File: config.mk
export PLATFORM = sky130hd
export DESIGN_NAME = auto_reload_pwm_timer
export DESIGN_NICKNAME = d
export VERILOG_FILES = /design/src/reload_pwm_pkg.sv /design/src/auto_reload_pwm_timer.sv
export SDC_FILE = /design/constraint.sdc
export NUM_CORES = 1
export LEC_CHECK = 0
export BUFFER_PORTS_ARGS = -buffer_cell sky130_fd_sc_hd__clkbuf_2
export CAP_MARGIN = 20
export CORE_UTILIZATION = 45
export CTS_BUF_LIST = sky130_fd_sc_hd__clkbuf_4
export CTS_CLUSTER_SIZE = 14
export DETAILED_ROUTE_END_ITERATION = 8
export GPL_TIMING_DRIVEN = 0
export PLACE_DENSITY = 0.84
export SLEW_MARGIN = 0
export SYNTH_ARGS = -nofsm -noshare
export SYNTH_HDL_FRONTEND = slang
export SYNTH_SLANG_ARGS = --single-unit
File: constraint.sdc
create_clock -name i_clk -period 9.5 [get_ports i_clk]
set_clock_uncertainty 0.1 [all_clocks]
set_input_delay 1.425 -clock i_clk [delete_from_list [all_inputs] [get_ports i_clk]]
set_output_delay 1.425 -clock i_clk [all_outputs]
set_load 0.01 [all_outputs]
File: src/reload_pwm_pkg.sv
// Package with constants and types for the auto-reload PWM timer.
`default_nettype none
package reload_pwm_pkg;
   localparam int CNT_W = 8;
   localparam int CHANNELS = 4;
   localparam int PRESCALE_W = 7;
   localparam int PR_SEL_W = 3;
   localparam logic [CNT_W-1:0] CNT_RESET = 8'h00;
   // Last count value of a period: a reload of 254 then gives a single step.
   localparam logic [CNT_W-1:0] CNT_TOP = 8'hfe;
   localparam logic [CNT_W-1:0] RELOAD_RESET = 8'h00;
   localparam logic [CNT_W-1:0] DUTY_RESET = 8'hff;
   localparam logic [PRESCALE_W-1:0] PRESCALE_RESET = 7'h00;

   typedef enum logic {
      POL_HIGH_BELOW,
      POL_LOW_BELOW
   } polarity_t;

   typedef struct packed {
      logic enable;
      polarity_t polarity;
      logic [CNT_W-1:0] duty_compare_value;
   } channel_cfg_t;

   typedef struct packed {
      logic counter_enable;
      logic use_external_count_clock;
      logic [PR_SEL_W-1:0] prescale_ratio;
      logic timebase_irq_enable;
      logic [CNT_W-1:0] reload_value;
   } timer_cfg_t;

   typedef struct packed {
      logic load;
      logic [CNT_W-1:0] counter_access_value;
   } counter_load_t;
endpackage
`default_nettype wire

File: src/auto_reload_pwm_timer.sv
// Eight-bit auto-reload timer with prescaler and four PWM compare channels.
`default_nettype none

// Notes on behaviour
// - The counter clock is the input clock divided by 1, 2, 4, 8, 16, 32, 64 or 128.
// - The input clock is the CPU clock unless the external count clock option is selected.
// - In time-base use an interrupt pulse is raised once per reload period.
// - The period is 255 minus the reload value counter steps, from 1 at 254 to 255 at 0.
// - Four PWM pins each have their own polarity and duty compare value.
// - Polarity 0 drives low while the counter exceeds duty and high otherwise; 1 inverts.
// - Resolution follows from the reload value, since the counter spans reload to its top.
// - At each overflow the counter reloads from the reload value and the prescaler clears.
// - A counter access write loads the counter at once and clears the prescaler.
module auto_reload_pwm_timer #(
   parameter int CNT_WIDTH = reload_pwm_pkg::CNT_W
) (
   input wire logic i_clk,
   input wire logic i_nrst,
   input wire logic i_external_count_clock,
   input wire reload_pwm_pkg::timer_cfg_t i_cfg,
   input wire reload_pwm_pkg::counter_load_t i_counter_load,
   input wire reload_pwm_pkg::channel_cfg_t [reload_pwm_pkg::CHANNELS-1:0] i_channel,
   output logic [reload_pwm_pkg::CNT_W-1:0] o_counter,
   output logic o_overflow,
   output logic o_timebase_irq,
   output logic o_pulse_out_0,
   output logic o_pulse_out_1,
   output logic o_pulse_out_2,
   output logic o_pulse_out_3
);
   import reload_pwm_pkg::*;

   // External clock passes three flip-flops; the edge is taken from the second and the third.
   logic ext_meta_q, ext_sync_q, ext_prev_q;
   logic ext_edge;

   logic [PRESCALE_W-1:0] prescale_q, prescale_d;
   logic [CNT_W-1:0] counter_q, counter_d;
   logic overflow_q, overflow_d;
   logic irq_q, irq_d;
   logic [CHANNELS-1:0] pulse_q, pulse_d;
   logic input_tick;
   logic count_tick;
   logic tick_due;

   // Returns true when the prescaler has reached the selected ratio.
   function automatic logic ratio_reached(input logic [PRESCALE_W-1:0] cnt,
                                          input logic [PR_SEL_W-1:0] sel);
      logic [PRESCALE_W-1:0] mask;
      mask = PRESCALE_W'((8'h01 << sel) - 8'h01);
      return (cnt & mask) == mask;
   endfunction

   always_ff @(posedge i_clk or negedge i_nrst) begin
      if (!i_nrst) begin
         ext_meta_q <= 1'b0;
         ext_sync_q <= 1'b0;
         ext_prev_q <= 1'b0;
      end else begin
         ext_meta_q <= i_external_count_clock;
         ext_sync_q <= ext_meta_q;
         ext_prev_q <= ext_sync_q;
      end
   end

   assign ext_edge = ext_sync_q & ~ext_prev_q;
   assign input_tick = i_cfg.use_external_count_clock ? ext_edge : 1'b1;
   assign tick_due = ratio_reached(prescale_q, i_cfg.prescale_ratio);
   assign count_tick = i_cfg.counter_enable & input_tick & tick_due;

   always_comb begin
      prescale_d = prescale_q;
      counter_d = counter_q;
      overflow_d = 1'b0;
      irq_d = 1'b0;
      if (i_counter_load.load) begin
         counter_d = i_counter_load.counter_access_value;
         prescale_d = PRESCALE_RESET;
      end else if (i_cfg.counter_enable && input_tick) begin
         if (tick_due) begin
            prescale_d = PRESCALE_RESET;
            // The top count sits one below 0xff, so a period spans 255 minus the reload.
            if (counter_q == CNT_TOP) begin
               counter_d = i_cfg.reload_value;
               overflow_d = 1'b1;
               irq_d = i_cfg.timebase_irq_enable;
            end else begin
               counter_d = counter_q + 8'h01;
            end
         end else begin
            prescale_d = prescale_q + 7'h01;
         end
      end
   end

   // Each channel compares the counter with its duty value; falls out of the range.
   always_comb begin
      for (int ch = 0; ch < CHANNELS; ch++) begin
         pulse_d[ch] = (counter_d <= i_channel[ch].duty_compare_value) ^
                       (i_channel[ch].polarity == POL_LOW_BELOW);
         if (!i_channel[ch].enable) begin
            pulse_d[ch] = 1'b0;
         end
      end
   end

   always_ff @(posedge i_clk or negedge i_nrst) begin
      if (!i_nrst) begin
         prescale_q <= PRESCALE_RESET;
         counter_q <= CNT_RESET;
         overflow_q <= 1'b0;
         irq_q <= 1'b0;
         pulse_q <= '0;
      end else begin
         prescale_q <= prescale_d;
         counter_q <= counter_d;
         overflow_q <= overflow_d;
         irq_q <= irq_d;
         pulse_q <= pulse_d;
      end
   end

   assign o_counter = counter_q;
   assign o_overflow = overflow_q;
   assign o_timebase_irq = irq_q;
   assign o_pulse_out_0 = pulse_q[0];
   assign o_pulse_out_1 = pulse_q[1];
   assign o_pulse_out_2 = pulse_q[2];
   assign o_pulse_out_3 = pulse_q[3];

   // Every channel is checked, the disabled ones included.
   for (genvar g = 0; g < CHANNELS; g++) begin : g_pulse_check

   end
endmodule
`default_nettype wire

* Word-level counts from Yosys, hierarchy flattened
Cells that the tools add are included.
** Operators by class
- Multiplexer cells :: 20
- Bitwise logic cells :: 7
- Equality and inequality tests :: 2
- Add/sub/neg operators :: 3
- Order comparisons :: 4
- Shift operators :: 1
- Reductions and logical operators :: 2
** Operator list (number)
- less-or-equal comparator 8 bit :: 4
- two-way mux 8 bit :: 4
- two-way mux 7 bit :: 3
- two-way mux 1 bit :: 13
- adder 8 x 1 -> 8 bit, second input constant :: 1
- equality test 8 bit, second input constant :: 1
- adder 7 x 1 -> 7 bit, second input constant :: 1
- bitwise AND 7 bit :: 1
- equality test 7 bit :: 1
- << shifter 1 x 3 -> 7 bit, first input constant :: 1
- subtractor 7 x 1 -> 7 bit, second input constant :: 1
- XOR 1 bit :: 4
- nonzero test 2 bit :: 1
- bitwise AND 1 bit :: 1
- logical AND 1 bit :: 1
- inverter 1 bit :: 1
** Storage, ports and cells
- Word-level logic and storage cells :: 47
- Flip-flop bits (word level) :: 24
- Input port bits :: 66

* Longest topological paths before layout
Gate-level depths: netlist of run 1.
- Depth after elaboration :: 10
- Mapped depth :: 15
- Depth with buffers taken out :: 15

* Worst setup path after synthesis of run 1
No wires, ideal clock.
- Path type :: input -> register
- From :: in i_cfg[9] (netlist name)
- To :: reg pulse_q[0]
- Stages :: 12
- Arrival time :: 3.876 ns
- Required time :: 9.280 ns
- Slack :: 5.405 ns
- Cell sequence :: and2b_1 -> o22ai_1 -> and3_4 -> mux2_2 -> mux2_2 -> ha_1 -> nor2b_1 -> o211ai_1 -> a21oi_1 -> a2111oi_0 -> o21ai_0 -> and3_1
** Between the ends
- Word-level cells in the longest chain between the ends :: 10
** RTL lines
- start: declaration :: line auto_reload_pwm_timer.sv:20 : input wire reload_pwm_pkg::timer_cfg_t i_cfg,
- << shifter 1 x 3 -> 7 bit (*) :: line auto_reload_pwm_timer.sv:50 : mask = PRESCALE_W'((8'h01 << sel) - 8'h01);
- subtractor 7 x 1 -> 7 bit (*) :: line auto_reload_pwm_timer.sv:50
- bitwise AND 7 bit :: line auto_reload_pwm_timer.sv:51 : return (cnt & mask) == mask;
- equality test 7 bit (*) :: line auto_reload_pwm_timer.sv:51
- two-way mux 8 bit (*) :: line auto_reload_pwm_timer.sv:80 : if (tick_due) begin
- two-way mux 8 bit (*) :: line auto_reload_pwm_timer.sv:79 : end else if (i_cfg.counter_enable && input_tick) begin
- two-way mux 8 bit (*) :: line auto_reload_pwm_timer.sv:76 : if (i_counter_load.load) begin
- via counter_d[1] :: line auto_reload_pwm_timer.sv:38 : logic [CNT_W-1:0] counter_q, counter_d;
- less-or-equal comparator 8 bit (*) :: line auto_reload_pwm_timer.sv:99 : pulse_d[ch] = (counter_d <= i_channel[ch].duty_compare_value) ^
- XOR 1 bit (*) :: line auto_reload_pwm_timer.sv:99
- two-way mux 1 bit (*) :: line auto_reload_pwm_timer.sv:101 : if (!i_channel[ch].enable) begin
- via pulse_d[0] :: line auto_reload_pwm_timer.sv:41 : logic [CHANNELS-1:0] pulse_q, pulse_d;
- end signal: assignment :: line auto_reload_pwm_timer.sv:119 : pulse_q <= pulse_d;
- end: declaration :: line auto_reload_pwm_timer.sv:41
Mark *: on every way through the listed nets, which the timed path passes. The rest lies on a longest branch.
A chain may end at the register's enable or synchronous reset.

* Worst setup path in the final report of run 1
- From :: in i_cfg[11] (netlist name)
- To :: reg pulse_q[0]
** Between the ends
- Word-level cells in the longest chain between the ends :: 10
** RTL lines (line)
- << shifter 1 x 3 -> 7 bit (*) :: auto_reload_pwm_timer.sv:50
- subtractor 7 x 1 -> 7 bit (*) :: auto_reload_pwm_timer.sv:50
- bitwise AND 7 bit :: auto_reload_pwm_timer.sv:51
- equality test 7 bit (*) :: auto_reload_pwm_timer.sv:51
- two-way mux 8 bit (*) :: auto_reload_pwm_timer.sv:80
- two-way mux 8 bit (*) :: auto_reload_pwm_timer.sv:79
- two-way mux 8 bit (*) :: auto_reload_pwm_timer.sv:76
- less-or-equal comparator 8 bit (*) :: auto_reload_pwm_timer.sv:99
- XOR 1 bit (*) :: auto_reload_pwm_timer.sv:99
- two-way mux 1 bit (*) :: auto_reload_pwm_timer.sv:101
- via pulse_d[0] :: auto_reload_pwm_timer.sv:41
Marked as above.

==> flow_metrics.env, run 1 <==
export IMPL_dp_final_hpwl_um=4170
export IMPL_worst_slew_pin_slew_ns=0.881
export IMPL_ys_seq_elements=24
export IMPL_grt_usage_pct=21.3
export IMPL_register_area_um2=601
export IMPL_max_slew_margin_pct=41.3
export IMPL_wl_met2_um=2460
export IMPL_outcome="complete, no violations"
export IMPL_crit_type="primary input to flip-flop"
export IMPL_worstPathArrival_ns=4.48
export IMPL_die_w_um=71.6
export IMPL_hp_class="flip-flop to flip-flop"
export IMPL_dieArea_mm2=0.00513
export IMPL_placed_area_mm2=0.00264
export IMPL_ir_drop_mv=0.0543
export IMPL_synth_mux_area_fraction_pct=5.28
export IMPL_synth_edff_count=0
export IMPL_syn_avg_cell_area_um2=8.49
export IMPL_clkTransAtPathRegs_ns=0.14
export IMPL_ys_warn_count=0
export IMPL_gp_congestion=0.841
export IMPL_cp_max_fo=10
export IMPL_final_setup_viol_count=0
export IMPL_num_vias=2155
export IMPL_synth_top_area_cell="dfrtp_1"
export IMPL_ys_top_cells_by_area="dfrtp_1 28%, ha_1 20%, inv_1 5.3%, o21ai_0 4.6%, a21oi_1 4.4%"
export IMPL_drv_cap=0
export IMPL_firstDrtPassIters=4
export IMPL_synth_xor_xnor_area_share_pct=2.01
export IMPL_worst_setup_path_end_kind="flip-flop"
export IMPL_post_cts_buffers=0
export IMPL_crit_path_start_kind="primary input"
export IMPL_cp_top_family="compound AO/OA/AOI/OAI gates"
export IMPL_p_per_area_mw_per_mm2=107
export IMPL_area_delta_synth_final_pct=23.5
export IMPL_synthCells=257
export IMPL_yosysUniqueCellTypes=45
export IMPL_cts_buffer_depth=2
export IMPL_io_pins=80
export IMPL_slew_viol_final=0
export IMPL_worst_path_buf_inv=2
export IMPL_path_common_cell="a21oi_1"
export IMPL_die_h_um=71.6
export IMPL_diodes=0
export IMPL_io_buffers=79
export IMPL_drt_iter0_drc=160
export IMPL_synth_compound_area_share_pct=18.7
export IMPL_clock_latency_ns=0.32
export IMPL_dp_cells=388
export IMPL_yosysSeqAreaShare_pct=27.5
export IMPL_postRouteAntennaNets=0
export IMPL_yosys_area_share_simple_pct=19.6
export IMPL_wl_met1_um=2280
export IMPL_fill_cells=398
export IMPL_critPathRequiredTime_ns=9.63
export IMPL_fin_crit_ns=4.35
export IMPL_routed_wl_um=5070
export IMPL_rsz0062_at_grt="no"
export IMPL_multiInputGateArea_mm2=0.00143
export IMPL_synth_fa_ha_area_share_pct=20.1
export IMPL_synth_top_area_share_pct=27.5
export IMPL_ctsHoldBuffers=0
export IMPL_power_leakage_nw=1.41
export IMPL_nNetsFinal=442
export IMPL_yosys_most_used_dff="dfrtp_1"
export IMPL_cts_tree="yes"
export IMPL_whs_ns=0.273
export IMPL_path_cells="clkbuf_2, nor2_1, a21oi_1, o22ai_1, and3_4, buf_12, a211oi_2, a221oi_1, ha_1, nor2b_1, o211ai_1, a21oi_1, a2111oi_0, o21ai_0, and3_1"
export IMPL_grt_ovfl_total=0
export IMPL_fin_tns_setup_ns=0
export IMPL_max_freq_ghz=0.230
export IMPL_mappedNetlistNets=358
export IMPL_grt_max_degree=25
export IMPL_placementRows=24
export IMPL_clock_sinks=24
export IMPL_synth_top_family_by_area="adder cells"
export IMPL_start_util_pct=48.4
export IMPL_critPathMaxStageDelay_ns=0.70
export IMPL_wl_per_cell_um=12.9
export IMPL_mostFrequentLayoutCells="79 x clkbuf_2, 35 x ha_1, 31 x inv_1"
export IMPL_stdcell_area_mm2=0.00270
export IMPL_cts_buffers=3
export IMPL_grt_pass1_wl_um=8560
export IMPL_top_layer="met4"
export IMPL_syn_area_mm2=0.00218
export IMPL_final_cells=392
export IMPL_async_flop_share_pct=100
export IMPL_antenna_found_initial=0
export IMPL_period_share_pct=45.8
export IMPL_hold_viol=0
export IMPL_crit_slowest_cell="a221oi_1"
export IMPL_drc=0
export IMPL_htree_levels=1
export IMPL_layout_drive_gt1_share_pct=29.4
export IMPL_core_area_mm2=0.00450
export IMPL_viasPerCell=5.50
export IMPL_post_cts_resized=0
export IMPL_grt_pass1_vias=1961
export IMPL_layout_commonest_cell="clkbuf_2"
export IMPL_clock_root_buffer="clkbuf_4"
export IMPL_wl_met3_um=233
==> path summary, 6_finish.rpt <==
kind,endpoint,from,cells past startpoint,slack [ns]
min,ext_sync_q,ext_meta_q,0,0.27
max in group asynchronous,prescale_q[0],i_nrst,1,7.93
max reg2reg,pulse_q[0],o_counter[0],14,5.85
min reg2reg,ext_sync_q,ext_meta_q,0,0.27
min in group asynchronous,o_counter[7],i_nrst,1,0.98
max,pulse_q[0],i_cfg[11],15,5.15
==> per-stage QoR <==
stage / util (%) / total power, W / setup WS, ns
3_3_place_gp: 58.7 / 0.000210 / 4.92
6_report: 59.8 / 0.000289 / 5.15
5_1_grt: 59.8 / 0.000310 / 4.72
3_5_place_dp: 58.7 / 0.000214 / 4.77
2_1_floorplan: - / 0.000176 / 5.40
4_1_cts: 59.8 / 0.000291 / 5.14
==> cell usage after synthesis, types with 2 or more instances <==
cell        n
clkbuf_1    2
ha_1       35
or3_1       3
nor3_1      4
o21ai_0    20
mux2_2      4
o211ai_1    4
a22o_1      2
o31ai_1     2
nand4_1     9
nand3_1     7
and3_1      2
nand2b_1    3
o22ai_1     4
inv_1      31
a21o_1      2
and2b_1     2
or2_2       2
and2_1      4
nor2b_1     4
xor2_1      4
dfrtp_1    24
a21oi_1    19
a2111oi_0   2
nand2_1    25
mux2i_1     7
nor2_1     12
==> metal layers <==
layer	vias up	GRT usage, %
li1	1082	-
met1	983	27.7
met2	80	36.7
met3	10	2.39
met4	0	7.63
met5	-	0
==> cell families (layout without fill, tap and decap cells) <==
group | count (synthesis) | count (layout)
AOI/OAI and AO/OA | 65 | 65
xor gates and xnor gates | 5 | 5
adders and majority gates | 35 | 35
buffers and inverters | 35 | 118
DFF | 24 | 24
muxes | 11 | 11
and+or+nand+nor | 82 | 82
==> power by group <==
part	internal (W)	switching [W]	leakage, nW
Clock	0.0000427	0.0000337	0.0279
Combinational	0.0000444	0.0000526	1.07
Sequential	0.000109	0.00000648	0.308
==> area by class of cell <==
class                      instances  share of cell area (%)
buffer                             4                    1.21
clock buffer                       3                   0.836
clock inverter                     1                    1.11
inverter                          31                    4.32
multi-input combinational        198                    53.2
sequential                        24                    22.3
tap                               52                    2.41
timing repair buffer              79                    14.7
==> sequential cells by signal, summed over array words and instances, names as in the netlist <==
name,cells
o_counter,8
prescale_q,7
pulse_q,4
ext_meta_q,1
ext_prev_q,1
ext_sync_q,1
o_overflow,1
o_timebase_irq,1
==> worst reg2reg max path, delay by kind of cell, from the launching register on <==
kind,cells,cell delay [ns]
multiplexers,1,0.10
AND/OR/NAND/NOR,4,0.72
adder cells (fa/ha/maj),2,0.56
flip-flops,1,0.45
AO/OA/AOI/OAI,6,1.51
buffers and inverters,1,0.11
No activity file was read; power rests on OpenSTA's default activity.
==> run 2, diff against run 1 <==
==> constraint.sdc (replaced) <==
create_clock -name i_clk -period 4.1 [get_ports i_clk]
set_clock_uncertainty 0.1 [all_clocks]
set_input_delay 0.615 -clock i_clk [delete_from_list [all_inputs] [get_ports i_clk]]
set_output_delay 0.615 -clock i_clk [all_outputs]
set_load 0.01 [all_outputs]
==> run 2 against run 1 <==
- critical path depth down 1
- critical path type is now flip-flop to flip-flop
- first-iteration DRC count up 4.4%
- highest routed layer unchanged
- sequential share of layout area is 0.052 points lower
- combinational power is 130% higher
- sequential power is 130% higher
- total power is 130% higher
==> flow_metrics.env, run 2 (synthesis results as in run 1) <==
export IMPL_cts_buffer_depth=2
export IMPL_wl_per_cell_um=13.0
export IMPL_gp_congestion=0.841
export IMPL_placementRows=24
export IMPL_fin_crit_ns=3.59
export IMPL_critPathRequiredTime_ns=4.23
export IMPL_area_delta_synth_final_pct=23.8
export IMPL_slew_viol_final=0
export IMPL_diodes=0
export IMPL_outcome="complete, no violations"
export IMPL_clock_root_buffer="clkbuf_4"
export IMPL_cts_buffers=3
export IMPL_start_util_pct=48.4
export IMPL_worst_slew_pin_slew_ns=0.728
export IMPL_max_slew_margin_pct=51.0
export IMPL_clock_latency_ns=0.32
export IMPL_final_setup_viol_count=0
export IMPL_ir_drop_mv=0.126
export IMPL_nNetsFinal=442
export IMPL_power_leakage_nw=1.41
export IMPL_antenna_found_initial=0
export IMPL_hp_class="primary input to async pin"
export IMPL_crit_path_start_kind="flip-flop"
export IMPL_drc=0
export IMPL_die_h_um=71.6
export IMPL_drv_cap=0
export IMPL_post_cts_resized=0
export IMPL_hold_viol=0
export IMPL_grt_ovfl_total=0
export IMPL_dp_final_hpwl_um=4170
export IMPL_wl_met1_um=2250
export IMPL_routed_wl_um=5080
export IMPL_cts_tree="yes"
export IMPL_drt_iter0_drc=167
export IMPL_cp_max_fo=10
export IMPL_grt_pass1_vias=1961
export IMPL_fin_util_pct=60.0
export IMPL_placed_area_mm2=0.00264
export IMPL_num_vias=2150
export IMPL_stdcell_area_mm2=0.00270
export IMPL_crit_type="flip-flop to flip-flop"
export IMPL_viasPerCell=5.48
export IMPL_grt_max_degree=25
export IMPL_clkTransAtPathRegs_ns=0.14
export IMPL_p_per_area_mw_per_mm2=248
export IMPL_grt_usage_pct=21.3
export IMPL_grt_pass1_wl_um=8560
export IMPL_rsz0062_at_grt="no"
export IMPL_ctsHoldBuffers=0
export IMPL_max_freq_ghz=0.278
export IMPL_period_share_pct=87.6
export IMPL_dieArea_mm2=0.00513
export IMPL_whs_ns=0.168
export IMPL_clock_sinks=24
export IMPL_mostFrequentLayoutCells="79 x clkbuf_2, 35 x ha_1, 31 x inv_1"
export IMPL_layout_commonest_cell="clkbuf_2"
export IMPL_power_w=0.000670
export IMPL_largest_reg_flops=8
export IMPL_worst_setup_path_end_kind="flip-flop"
export IMPL_firstDrtPassIters=4
export IMPL_post_cts_buffers=0
export IMPL_core_area_mm2=0.00450
export IMPL_htree_levels=1
export IMPL_fin_tns_setup_ns=0
export IMPL_fill_cells=398
export IMPL_io_pins=80
export IMPL_die_w_um=71.6
export IMPL_wl_met2_um=2450
export IMPL_top_layer="met4"
export IMPL_worstPathArrival_ns=3.73
export IMPL_postRouteAntennaNets=0
export IMPL_io_buffers=79
export IMPL_wl_met3_um=250
export IMPL_layout_drive_gt1_share_pct=29.7
==> run 2: changes by cell type in the layout (fill, tap and decap cells not counted) <==
cell      change
a221oi_2      +1
o21ai_0       -2
o21ai_1       +2
a221oi_1      -1
==> run 2: per-layer routing <==
layer / track usage, % / up-vias
met4: 7.63 / 0
li1: - / 1083
met1: 27.7 / 966
met5: 0 / -
met3: 2.39 / 14
met2: 36.7 / 87
==> run 2: power breakdown <==
part           switching (W)  internal (W)
logic               0.000122      0.000104
registers          0.0000151      0.000252
clock network      0.0000783     0.0000989
==> run 2: stage by stage <==
step           setup slack [ns]  instances
2_1_floorplan             0.815        257
3_3_place_gp              0.330        388
3_5_place_dp              0.182        388
4_1_cts                   0.414        392
5_1_grt                  0.0274        392
6_report                  0.507        392
==> run 2: critical path, stage by stage, from the launching register on <==
cell       delay (ns)
dfrtp_1          0.45
inv_1            0.11
ha_1             0.18
nand3_1          0.20
nor2_4           0.26
nand2_1          0.09
o21ai_0          0.08
mux2i_1          0.10
o21ai_0          0.59
ha_1             0.37
nand4_1          0.12
a21oi_1          0.06
a2111oi_0        0.47
o21ai_0          0.12
and3_1           0.19
==> run 2: final cells by class <==
| type | instances | area (um2) | area share [%] |
|---|---|---|---|
| clock inverters | 1 | 30.0 | 1.11 |
| plain buffers | 4 | 32.5 | 1.20 |
| clock buffers | 3 | 22.5 | 0.834 |
| well taps | 52 | 65.1 | 2.41 |
| flip-flops and latches | 24 | 601 | 22.2 |
| inverters | 31 | 116 | 4.31 |
| repair buffers | 79 | 395 | 14.6 |
| multi-input cells | 198 | 1440 | 53.3 |
==> run 2: final timing paths <==
check	from	endpoint	slack [ns]	depth (start not counted)
worst min register to register	ext_meta_q	ext_sync_q	0.27	0
worst max-delay path	o_counter[0]	pulse_q[0]	0.51	14
worst max register to register	o_counter[0]	pulse_q[0]	0.51	14
max in group asynchronous	i_nrst	prescale_q[0]	3.34	1
worst min-delay path	i_nrst	o_counter[7]	0.17	1
min in group i_clk	ext_meta_q	ext_sync_q	0.27	0
==> run 3, diff against run 2 <==
--- a/config.mk
+++ b/config.mk
@@ -8,7 +8,7 @@
 export BUFFER_PORTS_ARGS = -buffer_cell sky130_fd_sc_hd__clkbuf_2
 export CAP_MARGIN = 20
 export CORE_UTILIZATION = 45
-export CTS_BUF_LIST = sky130_fd_sc_hd__clkbuf_4
+export CTS_BUF_LIST = sky130_fd_sc_hd__clkbuf_16
 export CTS_CLUSTER_SIZE = 14
 export DETAILED_ROUTE_END_ITERATION = 8
 export GPL_TIMING_DRIVEN = 0
==> run 3 against run 2 <==
- cell count is the same
- hold slack better by 0.081 ns
- largest cell class unchanged
- sequential cell count is the same
- setup slack worse by 0.0075 ns
- total power up 16%
- register-to-register slack is essentially flat
- global-route usage is 0.42 points higher
- critical path depth unchanged
==> flow_metrics.env, run 3 (synthesis results as in run 1) <==
export IMPL_area_delta_synth_final_pct=25.9
export IMPL_dp_final_hpwl_um=4170
export IMPL_cts_tree="yes"
export IMPL_fill_cells=381
export IMPL_rsz0062_at_grt="no"
export IMPL_worst_setup_path_end_kind="flip-flop"
export IMPL_die_h_um=71.6
export IMPL_crit_type="flip-flop to flip-flop"
export IMPL_num_vias=2141
export IMPL_worst_slew_pin_slew_ns=0.877
export IMPL_grt_pass1_vias=1985
export IMPL_drv_cap=0
export IMPL_cts_buffer_depth=2
export IMPL_viasPerCell=5.46
export IMPL_ctsHoldBuffers=0
export IMPL_period_share_pct=87.8
export IMPL_post_cts_buffers=0
export IMPL_wl_per_cell_um=13.4
export IMPL_drt_iter0_drc=176
export IMPL_slew_viol_final=0
export IMPL_die_w_um=71.6
export IMPL_fin_tns_setup_ns=0
export IMPL_core_area_mm2=0.00450
export IMPL_crit_path_start_kind="flip-flop"
export IMPL_diodes=0
export IMPL_grt_usage_pct=21.7
export IMPL_worstRegToRegCells=14
export IMPL_gp_congestion=0.841
export IMPL_hold_viol=0
export IMPL_outcome="complete, no violations"
export IMPL_io_pins=80
export IMPL_layout_commonest_cell="clkbuf_2"
export IMPL_clkTransAtPathRegs_ns=0.06
export IMPL_final_setup_viol_count=0
export IMPL_ir_drop_mv=0.213
export IMPL_placementRows=24
export IMPL_firstDrtPassIters=4
export IMPL_reg2reg_from="o_counter[0]"
export IMPL_grt_max_degree=25
export IMPL_largest_reg_flops=8
export IMPL_fin_crit_ns=3.60
export IMPL_post_cts_resized=0
export IMPL_routed_wl_um=5260
export IMPL_cp_endpoint="pulse_q[0]"
export IMPL_power_leakage_nw=1.43
export IMPL_grt_ovfl_total=0
export IMPL_layout_drive_gt1_share_pct=29.4
export IMPL_critPathRequiredTime_ns=4.15
export IMPL_p_per_area_mw_per_mm2=283
export IMPL_max_slew_margin_pct=41.5
export IMPL_clock_sinks=24
export IMPL_reg2reg_to="pulse_q[0]"
export IMPL_crit_start="o_counter[0]"
export IMPL_max_freq_ghz=0.278
export IMPL_grt_pass1_wl_um=8730
export IMPL_mostFrequentLayoutCells="79 x clkbuf_2, 35 x ha_1, 31 x inv_1"
export IMPL_start_util_pct=48.4
export IMPL_cts_buffers=3
export IMPL_clock_latency_ns=0.26
export IMPL_worstPathArrival_ns=3.66
export IMPL_clock_root_buffer="clkbuf_16"
export IMPL_cp_max_fo=5
export IMPL_htree_levels=1
export IMPL_dieArea_mm2=0.00513
export IMPL_antenna_found_initial=0
export IMPL_fin_util_pct=61.0
export IMPL_r2r_slack_ns=0.50
export IMPL_nNetsFinal=442
export IMPL_io_buffers=79
export IMPL_hp_class="primary input to async pin"
export IMPL_drc=0
export IMPL_postRouteAntennaNets=0
## run 3: final cells by class
cell class | instances | area (um2) | area share (%)
clock buffers | 3 | 75.1 | 2.73
repair buffers | 79 | 395 | 14.4
clock inverters | 1 | 30.0 | 1.09
flip-flops and latches | 24 | 601 | 21.9
plain buffers | 4 | 32.5 | 1.18
well taps | 52 | 65.1 | 2.37
multi-input cells | 198 | 1430 | 52.1
inverters | 31 | 116 | 4.23
## run 3: worst min-delay path by stage
stage,from,endpoint,slack [ns],cells past startpoint
3_5_place_dp,ext_meta_q,ext_sync_q,0.24,0
6_report,i_nrst,o_counter[7],0.25,1
3_3_place_gp,ext_meta_q,ext_sync_q,0.23,0
4_1_cts,ext_meta_q,ext_sync_q,0.26,0
2_1_floorplan,i_nrst,ext_meta_q,0.22,0
5_1_grt,ext_meta_q,ext_sync_q,0.26,0
## run 3: critical path, stage by stage, from the launching register on
cell and delay [ns]:
dfrtp_1 0.43, inv_1 0.11, ha_1 0.17, nand3_1 0.20, mux2_2 0.29, o21ai_0 0.08
o31ai_1 0.08, mux2i_1 0.10, o21ai_0 0.59, ha_1 0.38, nand4_1 0.12, a21oi_1 0.06
a2111oi_0 0.47, o21ai_0 0.12, and3_1 0.19
## run 3: per-layer routing
layer | share of wire [%] | track usage, % | vias to the layer above
li1 | - | - | 1083
met1 | 45 | 28.0 | 981
met2 | 50 | 38.6 | 67
met3 | 3.7 | 1.97 | 10
met4 | 1.8 | 6.75 | 0
met5 | 0 | 0 | -
## run 3: per-stage QoR
stage	std cells	setup WS, ns	hold slack, ns	total power, W	instance area [um2]
2_1_floorplan	257	0.815	0.219	0.000408	2180
3_3_place_gp	388	0.330	0.233	0.000486	2640
3_5_place_dp	388	0.182	0.241	0.000495	2640
4_1_cts	392	0.435	0.256	0.000780	2750
5_1_grt	392	0.0101	0.264	0.000824	2750
6_report	392	0.500	0.249	0.000777	2750
## run 3: power by group
part,internal [W],total (W),leakage (nW),switching (W)
sequential,0.000252,0.000268,0.308,0.0000159
clock,0.000194,0.000283,0.0511,0.0000892
combinational,0.000103,0.000226,1.07,0.000123
total,0.000549,0.000777,1.43,0.000228
